==> src/hdl/nsb_pkg.sv <==
// Package of offsets, fields, reset values and timing counts for the nibble register bank.
package nsb_pkg;
  localparam logic [4:0] ADDR_STATUS     = 5'h00;
  localparam logic [4:0] ADDR_DIR_E      = 5'h01;
  localparam logic [4:0] ADDR_DIR_A      = 5'h02;
  localparam logic [4:0] ADDR_VAL_A      = 5'h03;
  localparam logic [4:0] ADDR_OUT_C      = 5'h04;
  localparam logic [4:0] ADDR_DIR_B      = 5'h05;
  localparam logic [4:0] ADDR_VAL_B      = 5'h06;
  localparam logic [4:0] ADDR_SCRATCH1   = 5'h07;
  localparam logic [4:0] ADDR_AUD_EXT    = 5'h08;
  localparam logic [4:0] ADDR_AUD_CTRL   = 5'h09;
  localparam logic [4:0] ADDR_AUD_LOW    = 5'h0A;
  localparam logic [4:0] ADDR_AUD_HIGH   = 5'h0B;
  localparam logic [4:0] ADDR_DIR_D      = 5'h0C;
  localparam logic [4:0] ADDR_VAL_D      = 5'h0D;
  localparam logic [4:0] ADDR_VAL_E      = 5'h0E;
  localparam logic [4:0] ADDR_SCRATCH2   = 5'h0F;
  localparam logic [4:0] ADDR_TRIM       = 5'h10;
  localparam logic [4:0] ADDR_FORMAT     = 5'h11;
  localparam logic [4:0] ADDR_WAKE       = 5'h12;
  localparam logic [4:0] ADDR_DIRECT_MAX = 5'h0F;
  // Status fields.
  localparam int ZERO_BIT      = 0;
  localparam int CARRY_BIT     = 1;
  localparam int AUD_IRQ_BIT   = 2;
  // Audio control fields.
  localparam int AUD_EN_BIT    = 0;
  localparam int GIRQ_EN_BIT   = 1;
  // Format control fields.
  localparam int TWOS_BIT      = 1;
  localparam int GAIN_EN_BIT   = 3;
  // Trim fields.
  localparam int TRIM_LSB      = 0;
  localparam int GAIN_SEL_LSB  = 2;
  // Speaker wake fields.
  localparam int WAKE_EN_BIT   = 0;
  localparam int SENS_LSB      = 1;
  localparam int WAKE_FLAG_BIT = 3;
  localparam logic [3:0] NIB_RESET = 4'h0;
  localparam logic [3:0] NIB_UNMAPPED = 4'h0;
  localparam int SYNC_WIDTH    = 17;
  // Audio interrupt rate.
  localparam int CLK_HZ        = 20_000_000;
  localparam int IRQ_HZ_BASE   = 32768;
  localparam int IRQ_HZ_DOUBLE = 65536;
  localparam int IRQ_DIV_BASE   = CLK_HZ / IRQ_HZ_BASE;
  localparam int IRQ_DIV_DOUBLE = CLK_HZ / IRQ_HZ_DOUBLE;
  localparam logic [9:0] IRQ_CNT_BASE   = 10'(IRQ_DIV_BASE - 1);
  localparam logic [9:0] IRQ_CNT_DOUBLE = 10'(IRQ_DIV_DOUBLE - 1);
endpackage

==> src/hdl/nsb_audio_if.sv <==
// Interface carrying the audio sample nibbles and the assembled sample between modules.
`timescale 1ns/1ps
interface nsb_audio_if;
  logic [3:0]  ext_nib;
  logic [3:0]  low_nib;
  logic [3:0]  high_nib;
  logic        ten_bit;
  logic        twelve_bit;
  logic        enable;
  logic [11:0] sample;
  logic        sign;
  modport bank (output ext_nib, output low_nib, output high_nib, output ten_bit,
                output twelve_bit, output enable, input sample, input sign);
  modport asm_side (input ext_nib, input low_nib, input high_nib, input ten_bit,
                    input twelve_bit, input enable, output sample, output sign);
endinterface

==> src/hdl/nsb_pin_sync.sv <==
// Three-stage pin synchroniser that accepts a change once stages two and three agree.
`timescale 1ns/1ps
module nsb_pin_sync
  import nsb_pkg::*;
(
  input  wire logic                  clk_sys,
  input  wire logic                  nrst,
  input  wire logic [SYNC_WIDTH-1:0] pin_in,
  output logic      [SYNC_WIDTH-1:0] pin_out
);
  logic [SYNC_WIDTH-1:0] s1_reg;
  logic [SYNC_WIDTH-1:0] s2_reg;
  logic [SYNC_WIDTH-1:0] s3_reg;

  always_ff @(posedge clk_sys)
  begin
    s1_reg <= pin_in;
    s2_reg <= s1_reg;
    s3_reg <= s2_reg;
  end

  genvar i;
  generate
    for (i = 0; i < SYNC_WIDTH; i++)
    begin : g_bit
      always_ff @(posedge clk_sys)
      begin
        if (!nrst)
          pin_out[i] <= 1'b0;
        else if (s2_reg[i] == s3_reg[i])
          pin_out[i] <= s3_reg[i];
      end
    end
  endgenerate
endmodule // nsb_pin_sync

==> src/hdl/nsb_sample_asm.sv <==
// Assembles the 8, 10 or 12 bit audio sample from the three sample nibbles.
`timescale 1ns/1ps
module nsb_sample_asm
  import nsb_pkg::*;
(
  input  wire logic clk_sys,
  input  wire logic nrst,
  nsb_audio_if.asm_side aud
);
  logic [11:0] sample_next;

  always_comb
  begin
    // Twelve-bit choice overrides ten-bit; eight-bit ignores the extension.
    if (aud.twelve_bit)
      sample_next = {aud.high_nib, aud.low_nib, aud.ext_nib};
    else if (aud.ten_bit)
      sample_next = {aud.high_nib, aud.low_nib, aud.ext_nib[3:2], 2'h0};
    else
      sample_next = {aud.high_nib, aud.low_nib, 4'h0};
  end

  always_ff @(posedge clk_sys)
  begin
    if (!nrst)
    begin
      aud.sample <= 12'h000;
      aud.sign   <= 1'b0;
    end
    else if (aud.enable)
    begin
      aud.sample <= sample_next;
      aud.sign   <= aud.high_nib[3];
    end
  end
endmodule // nsb_sample_asm

==> src/hdl/nsb_reg_bank.sv <==
// Nibble special function register bank with ports, audio sample and wake control.
`timescale 1ns/1ps
module nsb_reg_bank
  import nsb_pkg::*;
(
  input  wire logic        clk_sys,
  input  wire logic        nrst,
  input  wire logic [4:0]  cpu_addr,
  input  wire logic        cpu_wr_en,
  input  wire logic [3:0]  cpu_wr_data,
  input  wire logic        cpu_rd_en,
  output logic      [3:0]  cpu_rd_data,
  input  wire logic        bit_op_en,
  input  wire logic        bit_op_set,
  input  wire logic [1:0]  bit_op_index,
  input  wire logic        bit_op_indirect,
  input  wire logic        flags_wr_en,
  input  wire logic        zero_flag_in,
  input  wire logic        carry_flag_in,
  input  wire logic        bidir_port_ce_option,
  input  wire logic        port_e_mode_option,
  input  wire logic        ten_bit_audio_option,
  input  wire logic        twelve_bit_audio_option,
  input  wire logic        double_rate_irq_option,
  input  wire logic        osc_trim_option,
  input  wire logic [3:0]  port_a_pin_in,
  input  wire logic [3:0]  port_b_pin_in,
  input  wire logic [3:0]  port_d_pin_in,
  input  wire logic [3:0]  port_e_pin_in,
  input  wire logic        speaker_wake_pin,
  output logic      [3:0]  port_a_pin_out,
  output logic      [3:0]  port_a_pin_oe,
  output logic      [3:0]  port_b_pin_out,
  output logic      [3:0]  port_b_pin_oe,
  output logic      [3:0]  port_c_pin_out,
  output logic      [3:0]  port_d_pin_out,
  output logic      [3:0]  port_d_pin_oe,
  output logic      [3:0]  port_e_pin_out,
  output logic      [3:0]  port_e_pin_oe,
  output logic             zero_flag,
  output logic             carry_flag,
  output logic             audio_irq_req,
  output logic             audio_output_enable,
  output logic      [11:0] audio_sample,
  output logic             sample_sign_bit,
  output logic             twos_complement_select,
  output logic             record_gain_enable,
  output logic      [1:0]  record_gain_select,
  output logic      [1:0]  osc_trim_select,
  output logic      [1:0]  wake_sensitivity,
  output logic             speaker_wake_req
);
  logic [3:0] status_reg;
  logic [3:0] dir_e_reg, dir_a_reg, dir_b_reg, dir_d_reg;
  logic [3:0] lat_a_reg, lat_b_reg, lat_d_reg, lat_e_reg;
  logic [3:0] out_c_reg;
  logic [3:0] scratch1_reg;
  logic [3:0] scratch2_reg;
  logic [3:0] aud_ext_reg;
  logic [3:0] aud_low_reg;
  logic [3:0] aud_high_reg;
  logic [1:0] aud_ctrl_reg;
  logic [3:0] trim_reg;
  logic [3:0] format_reg;
  logic [3:0] wake_reg;
  logic [9:0] rate_cnt_reg;
  logic       rate_tick_reg;
  logic       wake_pin_d_reg;
  logic [SYNC_WIDTH-1:0] pins_sync;
  logic [3:0] pin_a, pin_b, pin_d, pin_e;
  logic       wake_pin;
  logic       wake_event, bit_ok, wr_go;
  logic [3:0] wr_val;
  logic [3:0] bit_mask;

  nsb_audio_if aud_bus ();

  nsb_pin_sync u_sync (
    .clk_sys (clk_sys),
    .nrst    (nrst),
    .pin_in  ({speaker_wake_pin, port_e_pin_in, port_d_pin_in, port_b_pin_in, port_a_pin_in}),
    .pin_out (pins_sync)
  );

  assign pin_a    = pins_sync[3:0];
  assign pin_b    = pins_sync[7:4];
  assign pin_d    = pins_sync[11:8];
  assign pin_e    = pins_sync[15:12];
  assign wake_pin = pins_sync[16];

  // A readable value: port data registers return pins, write-only ones read as zero.
  function automatic logic [3:0] read_nib(input logic [4:0] a);
    case (a)
      ADDR_STATUS:   read_nib = status_reg;
      ADDR_DIR_E:    read_nib = dir_e_reg;
      ADDR_DIR_A:    read_nib = dir_a_reg;
      ADDR_VAL_A:    read_nib = pin_a;
      ADDR_OUT_C:    read_nib = out_c_reg;
      ADDR_DIR_B:    read_nib = dir_b_reg;
      ADDR_VAL_B:    read_nib = pin_b;
      ADDR_SCRATCH1: read_nib = scratch1_reg;
      ADDR_AUD_CTRL: read_nib = {2'h0, aud_ctrl_reg};
      ADDR_DIR_D:    read_nib = dir_d_reg;
      ADDR_VAL_D:    read_nib = pin_d;
      ADDR_VAL_E:    read_nib = pin_e;
      ADDR_SCRATCH2: read_nib = scratch2_reg;
      ADDR_TRIM:     read_nib = trim_reg;
      ADDR_FORMAT:   read_nib = format_reg;
      ADDR_WAKE:     read_nib = wake_reg;
      default:       read_nib = NIB_UNMAPPED;
    endcase
  endfunction

  always_comb
  begin
    bit_mask = 4'h1 << bit_op_index;
    // Direct bit operations stop at 0FH; above it only indirect ones pass.
    bit_ok = bit_op_en && (bit_op_indirect || (cpu_addr <= ADDR_DIRECT_MAX));
    wr_go  = cpu_wr_en || bit_ok;
    if (bit_ok)
      wr_val = bit_op_set ? (read_nib(cpu_addr) | bit_mask)
                          : (read_nib(cpu_addr) & ~bit_mask);
    else
      wr_val = cpu_wr_data;
  end

  always_ff @(posedge clk_sys)
  begin
    if (!nrst)
      cpu_rd_data <= NIB_RESET;
    else if (cpu_rd_en)
      cpu_rd_data <= read_nib(cpu_addr);
  end

  // Interrupt rate divider; the tick period follows the double-rate option.
  always_ff @(posedge clk_sys)
  begin
    if (!nrst)
    begin
      rate_cnt_reg  <= 10'h000;
      rate_tick_reg <= 1'b0;
    end
    else if (rate_cnt_reg >= (double_rate_irq_option ? IRQ_CNT_DOUBLE : IRQ_CNT_BASE))
    begin
      rate_cnt_reg  <= 10'h000;
      rate_tick_reg <= 1'b1;
    end
    else
    begin
      rate_cnt_reg  <= rate_cnt_reg + 10'h001;
      rate_tick_reg <= 1'b0;
    end
  end

  // Status: core flag updates and software writes; the tick beats a clear.
  always_ff @(posedge clk_sys)
  begin
    if (!nrst)
      status_reg <= NIB_RESET;
    else
    begin
      if (wr_go && cpu_addr == ADDR_STATUS)
        status_reg[2:0] <= wr_val[2:0];
      if (flags_wr_en)
      begin
        status_reg[ZERO_BIT]  <= zero_flag_in;
        status_reg[CARRY_BIT] <= carry_flag_in;
      end
      if (rate_tick_reg)
        status_reg[AUD_IRQ_BIT] <= 1'b1;
      status_reg[3] <= 1'b0;
    end
  end

  always_ff @(posedge clk_sys)
  begin
    if (!nrst)
    begin
      dir_e_reg  <= NIB_RESET;
      dir_a_reg  <= NIB_RESET;
      dir_b_reg  <= NIB_RESET;
      dir_d_reg  <= NIB_RESET;
      out_c_reg  <= NIB_RESET;
      aud_ctrl_reg <= 2'h0;
      trim_reg   <= NIB_RESET;
      format_reg <= NIB_RESET;
    end
    else if (wr_go)
    begin
      case (cpu_addr)
        ADDR_DIR_E:    dir_e_reg <= wr_val;
        ADDR_DIR_A:    dir_a_reg <= wr_val;
        ADDR_DIR_B:    dir_b_reg <= wr_val;
        ADDR_DIR_D:    dir_d_reg <= wr_val;
        ADDR_OUT_C:    out_c_reg <= wr_val;
        ADDR_AUD_CTRL: aud_ctrl_reg <= wr_val[1:0];
        ADDR_TRIM:     trim_reg <= wr_val;
        ADDR_FORMAT:   format_reg <= {wr_val[GAIN_EN_BIT], 1'b0, wr_val[TWOS_BIT], 1'b0};
        default:       ;
      endcase
    end
  end

  // Output latches, scratch and sample nibbles carry no reset, as their contents
  // are undefined at start-up; port latches only matter once a pin is an output.
  always_ff @(posedge clk_sys)
  begin
    if (wr_go)
    begin
      case (cpu_addr)
        ADDR_VAL_A:    lat_a_reg <= wr_val;
        ADDR_VAL_B:    lat_b_reg <= wr_val;
        ADDR_VAL_D:    lat_d_reg <= wr_val;
        ADDR_VAL_E:    lat_e_reg <= wr_val;
        ADDR_SCRATCH1: scratch1_reg <= wr_val;
        ADDR_SCRATCH2: scratch2_reg <= wr_val;
        ADDR_AUD_EXT:  aud_ext_reg <= wr_val;
        ADDR_AUD_LOW:  aud_low_reg <= wr_val;
        ADDR_AUD_HIGH: aud_high_reg <= wr_val;
        default:       ;
      endcase
    end
  end

  // Speaker wake: a rising edge of the filtered pin sets the flag when enabled.
  assign wake_event = wake_pin && !wake_pin_d_reg && wake_reg[WAKE_EN_BIT];

  always_ff @(posedge clk_sys)
  begin
    if (!nrst)
    begin
      wake_reg       <= NIB_RESET;
      wake_pin_d_reg <= 1'b0;
    end
    else
    begin
      wake_pin_d_reg <= wake_pin;
      if (wr_go && cpu_addr == ADDR_WAKE)
        wake_reg <= wr_val;
      if (wake_event)
        wake_reg[WAKE_FLAG_BIT] <= 1'b1;
    end
  end

  assign aud_bus.ext_nib    = aud_ext_reg;
  assign aud_bus.low_nib    = aud_low_reg;
  assign aud_bus.high_nib   = aud_high_reg;
  assign aud_bus.ten_bit    = ten_bit_audio_option;
  assign aud_bus.twelve_bit = twelve_bit_audio_option;
  assign aud_bus.enable     = aud_ctrl_reg[AUD_EN_BIT];
  assign audio_sample       = aud_bus.sample;
  assign sample_sign_bit    = aud_bus.sign;

  nsb_sample_asm u_asm (
    .clk_sys (clk_sys),
    .nrst    (nrst),
    .aud     (aud_bus.asm_side)
  );

  // Pin and control outputs, all registered.
  always_ff @(posedge clk_sys)
  begin
    if (!nrst)
    begin
      port_a_pin_out <= NIB_RESET;
      port_a_pin_oe  <= NIB_RESET;
      port_b_pin_out <= NIB_RESET;
      port_b_pin_oe  <= NIB_RESET;
      port_c_pin_out <= NIB_RESET;
      port_d_pin_out <= NIB_RESET;
      port_d_pin_oe  <= NIB_RESET;
      port_e_pin_out <= NIB_RESET;
      port_e_pin_oe  <= NIB_RESET;
      zero_flag      <= 1'b0;
      carry_flag     <= 1'b0;
      audio_irq_req  <= 1'b0;
      audio_output_enable    <= 1'b0;
      twos_complement_select <= 1'b0;
      record_gain_enable     <= 1'b0;
      record_gain_select     <= 2'h0;
      osc_trim_select        <= 2'h0;
      wake_sensitivity       <= 2'h0;
      speaker_wake_req       <= 1'b0;
    end
    else
    begin
      port_a_pin_out <= lat_a_reg & dir_a_reg;
      port_a_pin_oe  <= dir_a_reg;
      port_b_pin_out <= lat_b_reg & dir_b_reg;
      port_b_pin_oe  <= dir_b_reg;
      port_c_pin_out <= out_c_reg;
      port_d_pin_out <= lat_d_reg & dir_d_reg;
      port_d_pin_oe  <= dir_d_reg;
      // Without either option port E stays input only, so direction bits are moot.
      port_e_pin_oe  <= (bidir_port_ce_option || port_e_mode_option) ? dir_e_reg : 4'h0;
      port_e_pin_out <= lat_e_reg & dir_e_reg;
      zero_flag      <= status_reg[ZERO_BIT];
      carry_flag     <= status_reg[CARRY_BIT];
      audio_irq_req  <= status_reg[AUD_IRQ_BIT] && aud_ctrl_reg[GIRQ_EN_BIT];
      audio_output_enable    <= aud_ctrl_reg[AUD_EN_BIT];
      twos_complement_select <= format_reg[TWOS_BIT];
      record_gain_enable     <= format_reg[GAIN_EN_BIT];
      record_gain_select     <= format_reg[GAIN_EN_BIT] ? trim_reg[3:2] : 2'h0;
      osc_trim_select        <= osc_trim_option ? trim_reg[1:0] : 2'h0;
      wake_sensitivity       <= wake_reg[2:1];
      speaker_wake_req       <= wake_reg[WAKE_FLAG_BIT];
    end
  end

  // Checks.
  a_direct_bit_high: assert property (@(posedge clk_sys) disable iff (!nrst)
    (bit_op_en && !bit_op_indirect && !cpu_wr_en && cpu_addr == ADDR_TRIM)
    |=> trim_reg == $past(trim_reg))
    else $error("Direct bit operation changed a register above 0FH.");
  a_tick_sets_flag: assert property (@(posedge clk_sys) disable iff (!nrst)
    rate_tick_reg |=> status_reg[AUD_IRQ_BIT])
    else $error("Audio interrupt flag not set after rate tick.");
  a_tick_spacing: assert property (@(posedge clk_sys) disable iff (!nrst)
    (rate_tick_reg && !double_rate_irq_option) |=> !rate_tick_reg [*8])
    else $error("Rate ticks too close together.");
  a_irq_gate: assert property (@(posedge clk_sys) disable iff (!nrst)
    (!aud_ctrl_reg[GIRQ_EN_BIT] && $stable(aud_ctrl_reg)) |=> !audio_irq_req)
    else $error("Interrupt request raised while globally disabled.");
  a_portc_drive: assert property (@(posedge clk_sys) disable iff (!nrst)
    (cpu_wr_en && !bit_op_en && cpu_addr == ADDR_OUT_C) |=> ##1 port_c_pin_out == $past(cpu_wr_data, 2))
    else $error("Port C pins do not follow the written value.");
  a_wake_flag_set: assert property (@(posedge clk_sys) disable iff (!nrst)
    wake_event |=> wake_reg[WAKE_FLAG_BIT] ##1 speaker_wake_req)
    else $error("Speaker wake flag not raised.");
  a_wake_disabled: assert property (@(posedge clk_sys) disable iff (!nrst)
    (!wake_reg[WAKE_EN_BIT] && !wr_go && !wake_reg[WAKE_FLAG_BIT]) |=> !wake_reg[WAKE_FLAG_BIT])
    else $error("Wake flag set while speaker wake disabled.");
  a_dir_to_oe: assert property (@(posedge clk_sys) disable iff (!nrst)
    (cpu_wr_en && !bit_op_en && cpu_addr == ADDR_DIR_A) |=> ##1 port_a_pin_oe == $past(cpu_wr_data, 2))
    else $error("Port A enables do not follow the direction write.");
  a_trim_gated: assert property (@(posedge clk_sys) disable iff (!nrst)
    !osc_trim_option |=> osc_trim_select == 2'h0)
    else $error("Trim select output while trim option is off.");
  c_irq_taken: cover property (@(posedge clk_sys) disable iff (!nrst) audio_irq_req);
  c_wake_seen: cover property (@(posedge clk_sys) disable iff (!nrst) wake_event);
  c_bit_op_hi: cover property (@(posedge clk_sys) disable iff (!nrst)
    bit_op_en && bit_op_indirect && cpu_addr == ADDR_WAKE);
endmodule // nsb_reg_bank

==> config.mk <==
export PLATFORM = sky130hd
export DESIGN_NAME = nsb_reg_bank
export DESIGN_NICKNAME = d
export VERILOG_FILES = /design/src/hdl/nsb_pkg.sv /design/src/hdl/nsb_audio_if.sv /design/src/hdl/nsb_pin_sync.sv /design/src/hdl/nsb_sample_asm.sv /design/src/hdl/nsb_reg_bank.sv
export SDC_FILE = /design/constraint.sdc
export NUM_CORES = 1
export LEC_CHECK = 0
export BUFFER_PORTS_ARGS = -buffer_cell sky130_fd_sc_hd__clkbuf_2
export CORE_ASPECT_RATIO = 0.7
export CORE_MARGIN = 4
export CORE_UTILIZATION = 60
export DETAILED_ROUTE_END_ITERATION = 6
export GPL_TIMING_DRIVEN = 0
export PLACE_DENSITY = 0.83
export SLEW_MARGIN = 20
export SYNTH_ARGS = -nofsm -noshare
export SYNTH_HDL_FRONTEND = slang
export SYNTH_SLANG_ARGS = --single-unit
==> constraint.sdc <==
create_clock -name clk_sys -period 5.15 [get_ports clk_sys]
set_input_delay 1.2875 -clock clk_sys [delete_from_list [all_inputs] [get_ports clk_sys]]
set_output_delay 1.2875 -clock clk_sys [all_outputs]
set_load 0.1 [all_outputs]
==> flow_summary.toml <==
[run_status]
status = "finished, final reports clean"

[global_routing]
first_global_vias = 5671
antenna_found_initial = 0
grt_pass1_wl_microns = 30870
overflow = 0
grt_util_all_layers_pct = 27.83
grt_max_degree = 18

[sta]
rsz0062_at_grt = "false"
setup_viol = 0
clock_skew_ns = 0.01500
worst_pin_slew_ns = 1.109
finalCriticalPeriod_ns = 3.545
drv_slew = 0
hold_violations = 0
maxSlewHeadroom_pct = 23.94
maxClockFrequency_mhz = 282.1
worst_slack_ns = 1.605
fin_crit_sh_pct = 68.83
whs_ns = 0.3178
finalSetupTns_ns = 0

[synth]
syn_inst = 666
ys_ff_latch = 216
syn-num-nets = 716
yosys_warnings = 0
synth-main-ff-cell = "dfxtp_1"
synthDistinctLibCells = 70
synth_top_area_share_pct = 48.40
synth_edf_count = 36
synth_area_leader_cell = "dfxtp_1"
syn_avg_cell_area_sq_um = 11.18
async_flop_share_pct = 0
synth.area.top_cells = "dfxtp_1 (48%), edfxtp_1 (15%), a21oi_1 (2.8%)"
synth_area_sq_mm = 0.007446
yosysSeqAreaShare_pct = 62.91

[setup_path]
crit_slowest_cell = "mux2_2"
critPathMaxStageDelay_ns = 0.41
required_ns = 5.27
worstPathCellList = "clkbuf_2 > buf_2 > mux2_2 > a22o_1 > a32o_1 > nor4_2 > and2_1 > nor2_1"
crit_fanout = 10
cp.arrival_ns = 3.67
worstSetupPathType = "primary input to flip-flop"
endpoint_kind = "flip-flop"
critPathLaunchType = "primary input"

[drt]
vias_per_cell = 5.906
drt-pass1-iter-count = 5
drt_iter0_drc = 634
antenna_left = 0
wire_per_inst_microns = 20.71
vias = 5699
wl_microns = 19980
drc_errors = 0

[floorplanning]
fp.dieArea_sq_mm = 0.01428
die_h_microns = 101.2
io_pins = 110
fp.dieW_microns = 141.1
fp-row-count = 33
coreArea_sq_mm = 0.01193
start_util_pct = 62.40

[cts]
postCtsSetupBuffers = 0
h-tree-depth = 1
numCtsBuffers = 19
tritoncts = "yes"
clkSlewWorstSetupHoldPaths_ns = 0.07
cts_hold_buf = 0
cts_root_buffer = "clkbuf_16"
cts_buffer_depth = 3
cts_sinks = 216
clk_latency_ns = 0.48
cts_resized = 0

[worst_hold_path]
hold_path.class = "flip-flop to flip-flop"

[finish]
antennaDiodeCount = 0
nNetsFinal = 846
num-fill-cells = 803
layout-drive-gt1-share_pct = 21.41
area_growth_pct = 18.15
fin_util_pct = 73.72

[place]
dpl.hpwl_microns = 14400
pre_cts_slack_ns = 1.258
gp_congestion = 0.9006
io_buffer_count = 108

[power]
p_leak_nw = 3.669
peakVddDrop_mv = 0.3612
power_density_mw_per_mm2 = 385.4

[flow_run]
maxCapViolations = 0
==> cell families (layout without fill, tap and decap cells) <==
| kind of cell | count (synthesis) | in the layout | share of synthesized area (%) |
|---|---|---|---|
| xor+xnor | 8 | 8 | 0.9411 |
| compound gates | 125 | 125 | 10.89 |
| fa+ha+maj | 6 | 6 | 1.008 |
| mux | 24 | 24 | 3.445 |
| simple gates | 239 | 239 | 17.74 |
| flops | 216 | 216 | 62.91 |
| buf+inv | 48 | 190 | 3.058 |
==> worst paths after layout <==
kind	from	endpoint	slack [ns]	depth (start not counted)
max	cpu_addr[4]	aud_bus.high_nib[3]	1.61	8
max reg2reg	dir_e_reg[3]	aud_bus.high_nib[3]	2.71	6
min	u_sync.s1_reg[1]	u_sync.s2_reg[1]	0.32	0
min reg2reg	u_sync.s1_reg[1]	u_sync.s2_reg[1]	0.32	0
==> per-stage QoR <==
stage | area, sq um | power [mW] | std cells
after global routing | 8797 | 3.491 | 965
after CTS | 8797 | 3.402 | 965
after floorplan | 7446 | 1.972 | 666
final | 8797 | 3.391 | 965
after global placement | 8183 | 2.050 | 931
after detailed placement | 8190 | 2.060 | 932
==> power breakdown <==
group          total, mW  internal, mW  leakage, nW  switching, mW
combinational      0.238        0.0660         1.56          0.172
sequential          1.79          1.76         1.80         0.0279
clock               1.36         0.774        0.300          0.586
==> area by class of cell <==
| cell class | instances | area, sq um | area share [%] |
|---|---|---|---|
| flip-flops and latches | 216 | 4684 | 53.25 |
| multi-input cells | 402 | 2534 | 28.80 |
| clock buffers | 29 | 573.1 | 6.514 |
| repair buffers | 109 | 548.0 | 6.230 |
| well taps | 157 | 196.4 | 2.233 |
| plain buffers | 31 | 163.9 | 1.863 |
| inverters | 17 | 63.81 | 0.7254 |
| clock inverters | 4 | 33.78 | 0.3840 |
==> routing by layer <==
metal  track usage (%)  up-vias  share of wire [%]
met3             5.663       46                8.1
li1                  -     2622                  -
met2             45.30      288                 46
met1             38.28     2743                 43
met4             8.191        0                2.5
met5                 0        -                  0
==> cell usage after synthesis, types with 6 or more instances <==
library cell  count
dfxtp_1         180
nand2_1          52
nor2_1           50
a21oi_1          41
edfxtp_1         36
o21ai_0          35
and3_1           25
nand3_1          25
and2_1           23
mux2i_1          20
clkbuf_1         18
inv_1            17
nor3_1           12
nand2b_1          9
ha_1              6
o211ai_1          6
o21ai_1           6
o32ai_1           6
==> placed cells by master (no fill, tap or decap), drive strengths merged, types with 2 or more instances in the layout <==
master / Yosys / layout
a22o: 3 / 3
nand3: 25 / 25
xnor2: 3 / 3
buf: 13 / 14
o41ai: 4 / 4
nor3: 12 / 12
and3: 25 / 25
a32o: 2 / 2
or4: 2 / 2
nand4b: 3 / 3
inv: 17 / 18
o32ai: 6 / 6
clkinv: 0 / 3
nand4: 4 / 4
edfxtp: 36 / 36
a311oi: 3 / 3
mux2: 3 / 3
nor2: 50 / 50
nor4: 7 / 7
o31a: 2 / 2
or3: 4 / 4
clkbuf: 18 / 155
nor3b: 6 / 6
dfxtp: 180 / 180
mux2i: 20 / 20
and3b: 5 / 5
a32oi: 2 / 2
ha: 6 / 6
and2: 23 / 23
nand2b: 9 / 9
o21ai: 41 / 41
xor2: 5 / 5
o22ai: 2 / 2
nor4b: 2 / 2
nand2: 52 / 52
nor2b: 4 / 4
o211ai: 6 / 6
a31oi: 3 / 3
a21oi: 41 / 41
==> worst max-delay path: cells and delay by family <==
kind | cells | cell delay [ns]
mux | 1 | 0.41
simple gates | 3 | 0.96
compound gates | 2 | 0.43
buf+inv | 2 | 0.57
Power figures use the tool's default switching activity.
